File: src/rtl/pdw_pkg.sv
// Purpose: shared constants for the communication supervision block
// Assumes: 100 MHz system clock, millisecond time base
// Notes: rule summary follows
// Contract
// - net lamp green when connection present
// - net lamp flashes yellow during address requests
// - net lamp steady yellow on invalid IP
// - net lamp red on static duplicate IP
// - net lamp red on supervision error
// - supply lamps follow supply state
// - io lamps show set or fault
// - io lamps indexed byte then bit
// - watchdog off with zero timeout at reset
// - expiry blocks outputs, applies substitute
// - writes stored during fail, used after
// - first write starts, later writes restart
// - reads never touch the watchdog
// - expiry sets status bit 1, lamp red
// - running watchdog cannot be stopped
// - substitute held until acknowledged
// - acknowledge restarts the watchdog
// - timeout 200..65000 ms or zero
// - auto or manual acknowledge mode
// - auto mode: next write acknowledges
// - manual mode: command acknowledges only (code also takes web_ack)
// - substitute codes zero, one, hold
// - command needs exactly one set bit
// - watchdog fail reason code 000C
package pdw_pkg;
    localparam int unsigned CLK_HZ = 100_000_000;
    localparam int unsigned TICK_MS = 1;
    localparam int unsigned TICK_CYC = CLK_HZ / 1000 * TICK_MS;
    localparam int unsigned BLINK_MS = 500;
    localparam logic [15:0] TMO_MIN = 16'h00C8;
    localparam logic [15:0] TMO_MAX = 16'hFDE8;
    localparam logic [15:0] TMO_RST = 16'h0000;
    localparam logic [15:0] SUB_ZERO = 16'h0000;
    localparam logic [15:0] SUB_ONE = 16'h0001;
    localparam logic [15:0] SUB_HOLD = 16'h0002;
    localparam logic [15:0] CMD_SET_FAIL = 16'h0010;
    localparam logic [15:0] CMD_ACK_FAIL = 16'h0020;
    localparam logic [15:0] RSN_NONE = 16'h0000;
    localparam logic [15:0] RSN_USER = 16'h0009;
    localparam logic [15:0] RSN_WDOG = 16'h000C;
    localparam logic [15:0] RSN_CONN = 16'h000D;
    localparam int unsigned STAT_FAIL_BIT = 1;
    localparam logic [1:0] LAMP_OFF = 2'h0;
    localparam logic [1:0] LAMP_GREEN = 2'h1;
    localparam logic [1:0] LAMP_YELLOW = 2'h2;
    localparam logic [1:0] LAMP_RED = 2'h3;
    typedef enum logic [1:0] {
        WD_IDLE = 2'b00,
        WD_ARMED = 2'b01,
        WD_RUN = 2'b11,
        WD_FAIL = 2'b10
    } pdw_wd_state_t;
endpackage

File: src/rtl/pdw_tick.sv
// Purpose: one-cycle enable pulse every period of CYC clocks
// Assumes: CYC at least 2
// Notes: free running from reset
`timescale 1ns/1ps
module pdw_tick #(
    parameter int unsigned CYC = 100_000
) (
    input wire logic sys_clk,
    input wire logic sys_rst,
    output logic tick_q
);
    logic [31:0] cnt_q; // cycles in current period

    initial begin
        if (CYC < 2) $error("pdw_tick: CYC too small");
    end

    // count up, pulse on wrap
    always_ff @(posedge sys_clk) begin
        if (sys_rst) begin
            cnt_q <= 32'h0000_0000;
            tick_q <= 1'b0;
        end else if (cnt_q == 32'(CYC - 1)) begin
            cnt_q <= 32'h0000_0000;
            tick_q <= 1'b1;
        end else begin
            cnt_q <= cnt_q + 32'h0000_0001;
            tick_q <= 1'b0;
        end
    end
endmodule

File: src/rtl/pdw_lamps.sv
// Purpose: per-channel input/output indicator drive
// Assumes: same clock domain as the supervisor
// Notes: output lamp code per channel uses the package colour codes; input lamps are one bit each
`timescale 1ns/1ps
module pdw_lamps #(
    parameter int unsigned NCH = 8
) (
    input wire logic sys_clk,
    input wire logic sys_rst,
    input wire logic [NCH-1:0] in_state,
    input wire logic [NCH-1:0] out_state,
    input wire logic [NCH-1:0] out_fault,
    output logic [NCH-1:0] in_lamp_q,
    output logic [2*NCH-1:0] out_lamp_q
);
    initial begin
        if (NCH < 1 || NCH > 8) $error("pdw_lamps: NCH out of range");
    end

    // lamp index i is byte 0 bit i, so label "0i"
    always_ff @(posedge sys_clk) begin
        if (sys_rst) begin
            in_lamp_q <= '0;
            out_lamp_q <= '0;
        end else begin
            in_lamp_q <= in_state;
            for (int i = 0; i < NCH; i++) begin
                // fault wins over plain set
                if (out_fault[i])
                    out_lamp_q[2*i +: 2] <= pdw_pkg::LAMP_RED;
                else if (out_state[i])
                    out_lamp_q[2*i +: 2] <= pdw_pkg::LAMP_YELLOW;
                else
                    out_lamp_q[2*i +: 2] <= pdw_pkg::LAMP_OFF;
            end
        end
    end
endmodule

File: src/rtl/pdw_top.sv
// Purpose: process data watchdog, communication-loss state and lamps
// Assumes: protocol engine delivers decoded one-cycle write/read strobes
// Notes: network, supply and I/O pins are synchronised; controls are not
`timescale 1ns/1ps
module pdw_top #(
    parameter int unsigned NCH = 8,
    parameter int unsigned TICK_CYC = pdw_pkg::TICK_CYC,
    parameter int unsigned BLINK_MS = pdw_pkg::BLINK_MS
) (
    input wire logic sys_clk,
    input wire logic sys_rst,
    // process data side (same domain, one-cycle strobes)
    input wire logic out_wr,
    input wire logic [NCH-1:0] out_wr_data,
    input wire logic out_rd,
    input wire logic tmo_wr,
    input wire logic [15:0] tmo_wr_data,
    input wire logic sub_wr,
    input wire logic [15:0] sub_wr_data,
    input wire logic cmd_wr,
    input wire logic [15:0] cmd_wr_data,
    input wire logic web_ack,
    input wire logic manual_ack_mode,
    input wire logic conn_timeout,
    // network status levels (pins)
    input wire logic conn_up,
    input wire logic addr_req_active,
    input wire logic ip_invalid,
    input wire logic static_dup_ip,
    // supply and I/O pins
    input wire logic sens_ok,
    input wire logic sens_overload,
    input wire logic act_ok,
    input wire logic [NCH-1:0] in_pins,
    input wire logic [NCH-1:0] out_fault_pins,
    // results
    output logic [NCH-1:0] out_drive_q,
    output logic [NCH-1:0] out_store_q,
    output logic [15:0] tmo_q,
    output logic [15:0] sub_mode_q,
    output logic [15:0] fail_reason_q,
    output logic [15:0] status_q,
    output logic net_fail_q,
    output logic cmd_err_q,
    output logic tmo_err_q,
    output logic [1:0] net_lamp_q,
    output logic [1:0] sensor_supply_lamp_q,
    output logic actuator_supply_lamp_q,
    output logic [NCH-1:0] in_lamp_q,
    output logic [2*NCH-1:0] out_lamp_q
);
    ////////////////////////////////////////////////////////////////////
    // checks and helpers

    initial begin
        if (NCH < 1 || NCH > 8) $error("pdw_top: NCH out of range");
        if (TICK_CYC < 2) $error("pdw_top: TICK_CYC too small");
        if (BLINK_MS < 1) $error("pdw_top: BLINK_MS too small");
    end

    // exactly one bit set in a command word
    function automatic logic one_hot16(input logic [15:0] v);
        return (v != 16'h0000) && ((v & (v - 16'h0001)) == 16'h0000);
    endfunction

    // accepted timeout: zero or inside the window
    function automatic logic tmo_ok(input logic [15:0] v);
        return (v == 16'h0000) ||
               (v >= pdw_pkg::TMO_MIN && v <= pdw_pkg::TMO_MAX);
    endfunction

    ////////////////////////////////////////////////////////////////////
    // pin synchronisers (two flops, first read only by second)

    localparam int unsigned SW = 7 + 2 * NCH;
    logic [SW-1:0] sy1_q; // first stage
    logic [SW-1:0] sy2_q; // second stage, safe to use
    always_ff @(posedge sys_clk) begin
        if (sys_rst) begin
            sy1_q <= '0;
            sy2_q <= '0;
        end else begin
            sy1_q <= {conn_up, addr_req_active, ip_invalid, static_dup_ip,
                      sens_ok, sens_overload, act_ok, in_pins,
                      out_fault_pins};
            sy2_q <= sy1_q;
        end
    end
    logic s_conn, s_addr, s_ipbad, s_dup, s_sens, s_sovl, s_act;
    logic [NCH-1:0] s_in, s_oflt;
    assign {s_conn, s_addr, s_ipbad, s_dup, s_sens, s_sovl, s_act, s_in,
            s_oflt} = sy2_q;

    ////////////////////////////////////////////////////////////////////
    // millisecond tick and blink enable

    logic ms_tick; // one-cycle pulse per millisecond
    pdw_tick #(.CYC(TICK_CYC)) pdw_tick_inst (
        .sys_clk(sys_clk),
        .sys_rst(sys_rst),
        .tick_q(ms_tick)
    );

    logic [15:0] blink_cnt_q; // ms within a blink half period
    logic blink_q; // flash phase
    always_ff @(posedge sys_clk) begin
        if (sys_rst) begin
            blink_cnt_q <= 16'h0000;
            blink_q <= 1'b0;
        end else if (ms_tick) begin
            if (blink_cnt_q == 16'(BLINK_MS - 1)) begin
                blink_cnt_q <= 16'h0000;
                blink_q <= ~blink_q;
            end else begin
                blink_cnt_q <= blink_cnt_q + 16'h0001;
            end
        end
    end

    ////////////////////////////////////////////////////////////////////
    // configuration

    // timeout: zero at reset, bad values refused and flagged
    always_ff @(posedge sys_clk) begin
        if (sys_rst) begin
            tmo_q <= pdw_pkg::TMO_RST;
            tmo_err_q <= 1'b0;
        end else begin
            tmo_err_q <= 1'b0;
            if (tmo_wr) begin
                if (tmo_ok(tmo_wr_data)) tmo_q <= tmo_wr_data;
                else tmo_err_q <= 1'b1;
            end
        end
    end

    // substitute mode: unknown codes are ignored
    always_ff @(posedge sys_clk) begin
        if (sys_rst) begin
            sub_mode_q <= pdw_pkg::SUB_ZERO;
        end else if (sub_wr && (sub_wr_data == pdw_pkg::SUB_ZERO ||
                     sub_wr_data == pdw_pkg::SUB_ONE ||
                     sub_wr_data == pdw_pkg::SUB_HOLD)) begin
            sub_mode_q <= sub_wr_data;
        end
    end

    // command decode
    logic cmd_valid; // one bit set
    logic cmd_set; // force fail
    logic cmd_ack; // acknowledge
    assign cmd_valid = cmd_wr && one_hot16(cmd_wr_data);
    assign cmd_set = cmd_valid && cmd_wr_data == pdw_pkg::CMD_SET_FAIL;
    assign cmd_ack = cmd_valid && cmd_wr_data == pdw_pkg::CMD_ACK_FAIL;

    // error answer pulse for multi-bit commands
    always_ff @(posedge sys_clk) begin
        if (sys_rst) cmd_err_q <= 1'b0;
        else cmd_err_q <= cmd_wr && !one_hot16(cmd_wr_data);
    end

    ////////////////////////////////////////////////////////////////////
    // watchdog state machine

    pdw_pkg::pdw_wd_state_t st_q; // watchdog state
    logic [15:0] cnt_q; // ms elapsed since last restart
    logic [15:0] run_tmo_q; // timeout latched at restart
    logic ack_any; // acknowledgment this cycle
    logic expire; // watchdog ran out
    logic fail_in; // any failure source

    // auto mode takes a write; manual takes command or web page
    assign ack_any = manual_ack_mode ? (cmd_ack || web_ack)
                                     : out_wr;
    assign expire = (st_q == pdw_pkg::WD_RUN) && ms_tick &&
                    (cnt_q + 16'h0001 >= run_tmo_q);
    assign fail_in = expire || conn_timeout || cmd_set;

    // writes only; reads deliberately unused here
    always_ff @(posedge sys_clk) begin
        if (sys_rst) begin
            st_q <= pdw_pkg::WD_IDLE;
            cnt_q <= 16'h0000;
            run_tmo_q <= 16'h0000;
        end else begin
            case (st_q)
                pdw_pkg::WD_IDLE: begin
                    // enabling a non-zero timeout arms it
                    if (tmo_q != 16'h0000) st_q <= pdw_pkg::WD_ARMED;
                end
                pdw_pkg::WD_ARMED: begin
                    // not yet started, so a zero timeout still disarms
                    if (tmo_q == 16'h0000) begin
                        st_q <= pdw_pkg::WD_IDLE;
                    end else if (out_wr) begin
                        st_q <= pdw_pkg::WD_RUN;
                        cnt_q <= 16'h0000;
                        run_tmo_q <= tmo_q;
                    end
                end
                pdw_pkg::WD_RUN: begin
                    // once running it is never stopped, even by tmo=0
                    if (expire) begin
                        st_q <= pdw_pkg::WD_FAIL;
                    end else if (out_wr) begin
                        cnt_q <= 16'h0000;
                        // zero cannot stop it, so the old timeout stays
                        if (tmo_q != 16'h0000) run_tmo_q <= tmo_q;
                    end else if (ms_tick) begin
                        cnt_q <= cnt_q + 16'h0001;
                    end
                end
                pdw_pkg::WD_FAIL: begin
                    // stays failed until acknowledged, then restarts
                    if (ack_any && !fail_in) begin
                        st_q <= pdw_pkg::WD_RUN;
                        cnt_q <= 16'h0000;
                        // a zero written meanwhile must not shorten it
                        if (tmo_q != 16'h0000) run_tmo_q <= tmo_q;
                    end
                end
                default: st_q <= pdw_pkg::WD_IDLE;
            endcase
        end
    end

    ////////////////////////////////////////////////////////////////////
    // communication-loss state, reason, status

    // new failure beats an acknowledge in the same cycle
    always_ff @(posedge sys_clk) begin
        if (sys_rst) begin
            net_fail_q <= 1'b0;
            fail_reason_q <= pdw_pkg::RSN_NONE;
        end else if (fail_in) begin
            net_fail_q <= 1'b1;
            if (expire) fail_reason_q <= pdw_pkg::RSN_WDOG;
            else if (conn_timeout) fail_reason_q <= pdw_pkg::RSN_CONN;
            else fail_reason_q <= pdw_pkg::RSN_USER;
        end else if (net_fail_q && ack_any) begin
            net_fail_q <= 1'b0;
        end
    end

    // status word: bit 1 mirrors the loss state
    always_ff @(posedge sys_clk) begin
        if (sys_rst) begin
            status_q <= 16'h0000;
        end else begin
            status_q <= 16'h0000;
            status_q[pdw_pkg::STAT_FAIL_BIT] <= fail_in ||
                (net_fail_q && !ack_any);
        end
    end

    ////////////////////////////////////////////////////////////////////
    // output data path

    // storage keeps taking writes even while failed
    always_ff @(posedge sys_clk) begin
        if (sys_rst) out_store_q <= '0;
        else if (out_wr) out_store_q <= out_wr_data;
    end

    // loss state blocks stored data, drives substitutes
    logic fail_next; // loss state as of next cycle
    assign fail_next = fail_in || (net_fail_q && !ack_any);
    always_ff @(posedge sys_clk) begin
        if (sys_rst) begin
            out_drive_q <= '0;
        end else if (fail_next) begin
            case (sub_mode_q)
                pdw_pkg::SUB_ONE: out_drive_q <= '1;
                pdw_pkg::SUB_HOLD: out_drive_q <= out_drive_q;
                default: out_drive_q <= '0;
            endcase
        end else if (out_wr) begin
            out_drive_q <= out_wr_data;
        end else begin
            out_drive_q <= out_store_q;
        end
    end

    ////////////////////////////////////////////////////////////////////
    // lamps

    // network lamp priority: red, steady yellow, flash, green
    always_ff @(posedge sys_clk) begin
        if (sys_rst) begin
            net_lamp_q <= pdw_pkg::LAMP_OFF;
        end else if (fail_next || s_dup) begin
            net_lamp_q <= pdw_pkg::LAMP_RED;
        end else if (s_ipbad) begin
            net_lamp_q <= pdw_pkg::LAMP_YELLOW;
        end else if (s_addr) begin
            net_lamp_q <= blink_q ? pdw_pkg::LAMP_YELLOW
                                  : pdw_pkg::LAMP_OFF;
        end else if (s_conn) begin
            net_lamp_q <= pdw_pkg::LAMP_GREEN;
        end else begin
            net_lamp_q <= pdw_pkg::LAMP_OFF;
        end
    end

    // supply lamps, overload wins
    always_ff @(posedge sys_clk) begin
        if (sys_rst) begin
            sensor_supply_lamp_q <= pdw_pkg::LAMP_OFF;
            actuator_supply_lamp_q <= 1'b0;
        end else begin
            if (s_sovl) sensor_supply_lamp_q <= pdw_pkg::LAMP_RED;
            else if (s_sens) sensor_supply_lamp_q <= pdw_pkg::LAMP_GREEN;
            else sensor_supply_lamp_q <= pdw_pkg::LAMP_OFF;
            actuator_supply_lamp_q <= s_act;
        end
    end

    // channel lamps show the real drive, not stored data
    pdw_lamps #(.NCH(NCH)) pdw_lamps_inst (
        .sys_clk(sys_clk),
        .sys_rst(sys_rst),
        .in_state(s_in),
        .out_state(out_drive_q),
        .out_fault(s_oflt),
        .in_lamp_q(in_lamp_q),
        .out_lamp_q(out_lamp_q)
    );

    ////////////////////////////////////////////////////////////////////
    // assertions

    property p_wd_expiry_fail;
        @(posedge sys_clk) disable iff (sys_rst)
        expire |=> net_fail_q && fail_reason_q == pdw_pkg::RSN_WDOG;
    endproperty
    a_wd_expiry_fail: assert property (p_wd_expiry_fail)
        else $error("expiry did not set loss state");

    property p_status_bit;
        @(posedge sys_clk) disable iff (sys_rst)
        ##1 status_q[1] == net_fail_q;
    endproperty
    a_status_bit: assert property (p_status_bit)
        else $error("status bit differs from loss state");

    property p_read_no_restart;
        @(posedge sys_clk) disable iff (sys_rst)
        (st_q == pdw_pkg::WD_RUN && out_rd && !out_wr && !ms_tick
         && !expire) |=> cnt_q == $past(cnt_q);
    endproperty
    a_read_no_restart: assert property (p_read_no_restart)
        else $error("read changed watchdog count");

    property p_no_stop;
        @(posedge sys_clk) disable iff (sys_rst)
        st_q == pdw_pkg::WD_RUN |=> st_q != pdw_pkg::WD_IDLE;
    endproperty
    a_no_stop: assert property (p_no_stop)
        else $error("running watchdog stopped");

    property p_sub_zero;
        @(posedge sys_clk) disable iff (sys_rst)
        (fail_next && sub_mode_q == pdw_pkg::SUB_ZERO) |=> out_drive_q == '0;
    endproperty
    a_sub_zero: assert property (p_sub_zero)
        else $error("substitute zero not applied");

    property p_hold_until_ack;
        @(posedge sys_clk) disable iff (sys_rst)
        (net_fail_q && !ack_any) |=> net_fail_q;
    endproperty
    a_hold_until_ack: assert property (p_hold_until_ack)
        else $error("loss cleared without acknowledge");

    property p_ack_restart;
        @(posedge sys_clk) disable iff (sys_rst)
        (st_q == pdw_pkg::WD_FAIL && ack_any && !fail_in) |=>
        st_q == pdw_pkg::WD_RUN && cnt_q == 16'h0000;
    endproperty
    a_ack_restart: assert property (p_ack_restart)
        else $error("acknowledge did not restart watchdog");

    property p_tmo_range;
        @(posedge sys_clk) disable iff (sys_rst)
        (tmo_wr && !tmo_ok(tmo_wr_data)) |=> tmo_q == $past(tmo_q)
        && tmo_err_q;
    endproperty
    a_tmo_range: assert property (p_tmo_range)
        else $error("bad timeout accepted");

    property p_cmd_err;
        @(posedge sys_clk) disable iff (sys_rst)
        (cmd_wr && cmd_wr_data == 16'h0030) |=> cmd_err_q;
    endproperty
    a_cmd_err: assert property (p_cmd_err)
        else $error("multi-bit command not refused");

    property p_manual_ack;
        @(posedge sys_clk) disable iff (sys_rst)
        (manual_ack_mode && net_fail_q && out_wr && !cmd_ack && !web_ack)
        |=> net_fail_q;
    endproperty
    a_manual_ack: assert property (p_manual_ack)
        else $error("write acknowledged in manual mode");

    c_expire: cover property (@(posedge sys_clk) expire);
    c_auto_ack: cover property (@(posedge sys_clk)
        net_fail_q && !manual_ack_mode ##1 !net_fail_q);
    c_cmd_ack: cover property (@(posedge sys_clk) cmd_ack && net_fail_q);
endmodule

File: config.mk
export PLATFORM = sky130hd
export DESIGN_NAME = pdw_top
export DESIGN_NICKNAME = d
export VERILOG_FILES = /design/src/rtl/pdw_pkg.sv /design/src/rtl/pdw_tick.sv /design/src/rtl/pdw_lamps.sv /design/src/rtl/pdw_top.sv
export SDC_FILE = /design/constraint.sdc
export NUM_CORES = 1
export LEC_CHECK = 0
export ABC_AREA = 1
export BUFFER_PORTS_ARGS = -buffer_cell sky130_fd_sc_hd__buf_4
export CAP_MARGIN = 20
export CORE_MARGIN = 2
export CORE_UTILIZATION = 30
export DETAILED_ROUTE_END_ITERATION = 10
export PLACE_DENSITY = 0.57
export SLEW_MARGIN = 15
export SYNTH_ARGS = -nofsm -noshare
export SYNTH_HDL_FRONTEND = slang
export SYNTH_SLANG_ARGS = --single-unit
File: constraint.sdc
create_clock -name sys_clk -period 7.3 [get_ports sys_clk]
set_clock_uncertainty 0.05 [all_clocks]
set_input_delay 0.73 -clock sys_clk [delete_from_list [all_inputs] [get_ports sys_clk]]
set_output_delay 0.73 -clock sys_clk [all_outputs]
set_load 0.05 [all_outputs]
==> flow_summary.json <==
{
  "via_per_inst": 4.36,
  "synth_area_per_cell_sq_um": 7.19,
  "drc": 0,
  "cts_tree": "built",
  "ys_ff_latch": 214,
  "diodes": 0,
  "setup_violations": 0,
  "grt_overflow": 0,
  "grt.total_usage": 0.135,
  "worstPathMaxFanout": 18,
  "maxCapViolCount": 0,
  "worstHoldPathType": "reg2reg",
  "htree_levels": 1,
  "leakage_nw": 5.73,
  "cp.required_ns": 7.70,
  "routedWlPerCell_microns": 12.0,
  "use_met3": 0.0363,
  "relSlewSlack": 0.411,
  "period_share": 0.668,
  "fin_crit_ns": 4.88,
  "coreArea_sq_um": 31500,
  "synth_area_sq_um": 9560,
  "antenna_found_initial": 0,
  "post_cts_buffers": 0,
  "hold_viol_final": 0,
  "maxSlewViolCount": 0,
  "synthArstFlopShare": 0,
  "cts_hold_buf": 0,
  "cp-end-kind": "flop",
  "detailroute.via_count": 8337,
  "fin_nets": 1601,
  "first_pass_iters": 4,
  "grt_pass1_vias": 7780,
  "synth_cell_types": 46,
  "crit_type": "reg2reg",
  "ys_warn_count": 0,
  "layout_common_cells": "nor2_1, inv_1, nand2_1",
  "synthCells": 1330,
  "met1_usage": 0.173,
  "num_rows": 65,
  "grt_max_degree": 85,
  "dp.cells": 1868,
  "p_per_area_nw_per_um2": 283,
  "fin_ws_ns": 2.42,
  "grt_busiest_layer": "met2",
  "status": "complete, no violations",
  "cts_buffers": 25,
  "power.total_mw": 3.37,
  "die_w_microns": 182,
  "synthFlopType": "dfxtp_1",
  "finalSetupTns_ns": 0,
  "cts.repair.resized": 0,
  "hpwl_microns": 16900,
  "gp_congestion": 0.802,
  "io_pins": 201,
  "die_area_sq_um": 33300,
  "fmax_ghz": 0.205,
  "hold_slack_ns": 0.350,
  "dp_slack_ns": 2.40,
  "use_met2": 0.226,
  "worstMarginPinSlew_ns": 0.882,
  "seq_area_frac_synth": 0.448,
  "die_h_microns": 182,
  "clock_sinks": 214,
  "final_cells": 1914,
  "path_clk_slew_ns": 0.06,
  "antenna_left": 0,
  "drive_above_1_share": 0.172,
  "synth-edff-count": 0,
  "final_common_cell": "nor2_1",
  "grt_pass1_wl_microns": 37700,
  "drt_iter0_drc": 400,
  "cts_buffer_depth": 3,
  "cp-start-kind": "flop",
  "peakVddDrop_uv": 187,
  "syn2layout_area_growth_pct": 24.8,
  "io_buffer_count": 171,
  "initial_core_util": 0.304,
  "worstSkewPairLatency_ns": 0.52,
  "drt-total-wl_microns": 23100,
  "root_buffer": "clkbuf_16",
  "cp_data_arrival_time_ns": 5.28,
  "rsz0062_at_grt": "no"
}
==> cells in the mapped netlist (all sizes together) (3+ instances only) <==
| cell type | n | share of area |
|---|---|---|
| nand3 | 53 | 0.032 |
| inv | 244 | 0.096 |
| nand2 | 221 | 0.089 |
| or4 | 3 | 0.0024 |
| nor2 | 246 | 0.10 |
| nor3 | 28 | 0.016 |
| nor4 | 12 | 0.0079 |
| buf | 46 | 0.032 |
| o21ai | 45 | 0.024 |
| o21a | 5 | 0.0039 |
| dfxtp | 214 | 0.45 |
| nor3b | 3 | 0.0024 |
| a21oi | 56 | 0.029 |
| xor2 | 24 | 0.022 |
| xnor2 | 3 | 0.0027 |
| a211oi | 4 | 0.0031 |
| ha | 19 | 0.025 |
| nand4 | 55 | 0.036 |
| or2 | 9 | 0.0059 |
| clkbuf | 21 | 0.0082 |
==> flip-flops by register name (all words and copies together), names as in the netlist, 8 cells and up <==
register / cells
run_tmo_q: 16
pdw_tick_inst.cnt_q: 32
sub_mode_q: 16
cnt_q: 16
sy2_q: 23
out_store_q: 8
pdw_lamps_inst.out_lamp_q: 16
tmo_q: 16
out_drive_q: 8
blink_cnt_q: 16
pdw_lamps_inst.in_lamp_q: 8
sy1_q: 23
==> layout make-up <==
type / count / area (sq um)
fillers: 3274 / 19500
flip-flops and latches: 214 / 4280
multi-input cells: 832 / 4080
repair buffers: 176 / 1320
inverters: 244 / 916
clock buffers: 35 / 703
well taps: 402 / 503
clock inverters: 11 / 116
==> cells by family after synthesis <==
kind of cell,count (synthesis),share of synthesized area
xor gates and xnor gates,27,0.0247
and+or+nand+nor,634,0.295
adders and majority gates,19,0.0249
DFF,214,0.448
other,1,0.000392
AOI/OAI and AO/OA,124,0.0715
buffers and inverters,311,0.136
==> worst max-delay path: stages, from the launching register on <==
cell     delay (ns)
dfxtp_1        0.36
inv_1          0.08
nor3_1         0.38
nand2_1        0.19
nor2_1         0.19
nand2_1        0.11
nor2_1         0.18
xor2_1         0.25
ha_1           0.29
nand2_1        0.07
inv_1          0.03
nor2_1         0.09
o21ai_1        0.06
a21oi_1        0.19
nand3_1        0.13
nand3_1        0.22
o21a_1         0.65
o21a_1         0.70
nand3_4        0.30
nand2_1        0.16
inv_2          0.04
nor2_1         0.08
==> path summary, 6_finish.rpt <==
| path | to | slack, ns | start | depth (start not counted) |
|---|---|---|---|---|
| worst max-delay path | cnt_q[14]$_SDFFE_PP0P_ | 2.42 | cnt_q[0]$_SDFFE_PP0P_ | 21 |
| worst min-delay path | sy2_q[18]$_SDFF_PP0_ | 0.35 | sy1_q[18]$_SDFF_PP0_ | 2 |
| worst min register to register | sy2_q[18]$_SDFF_PP0_ | 0.35 | sy1_q[18]$_SDFF_PP0_ | 2 |
| worst max register to register | cnt_q[14]$_SDFFE_PP0P_ | 2.42 | cnt_q[0]$_SDFFE_PP0P_ | 21 |
==> report_power, final <==
part / switching (mW) / leakage, nW / internal [mW]
combinational: 0.534 / 3.58 / 0.286
sequential: 0.0516 / 1.75 / 1.27
clock: 0.491 / 0.397 / 0.743
total: 1.08 / 5.73 / 2.30
==> metrics by stage <==
| step | util | instance area [sq um] |
|---|---|---|
| after floorplan | - | 9660 |
| after global placement | 0.353 | 11100 |
| after detailed placement | 0.353 | 11100 |
| after CTS | 0.379 | 11900 |
| after global routing | 0.379 | 11900 |
| final | 0.379 | 11900 |
==> per-layer routing <==
layer,vias up,part of all wire
li1,4411,-
met1,3740,0.46
met2,154,0.46
met3,32,0.058
met4,0,0.021
met5,-,0
(Power assumes the default switching activity.)
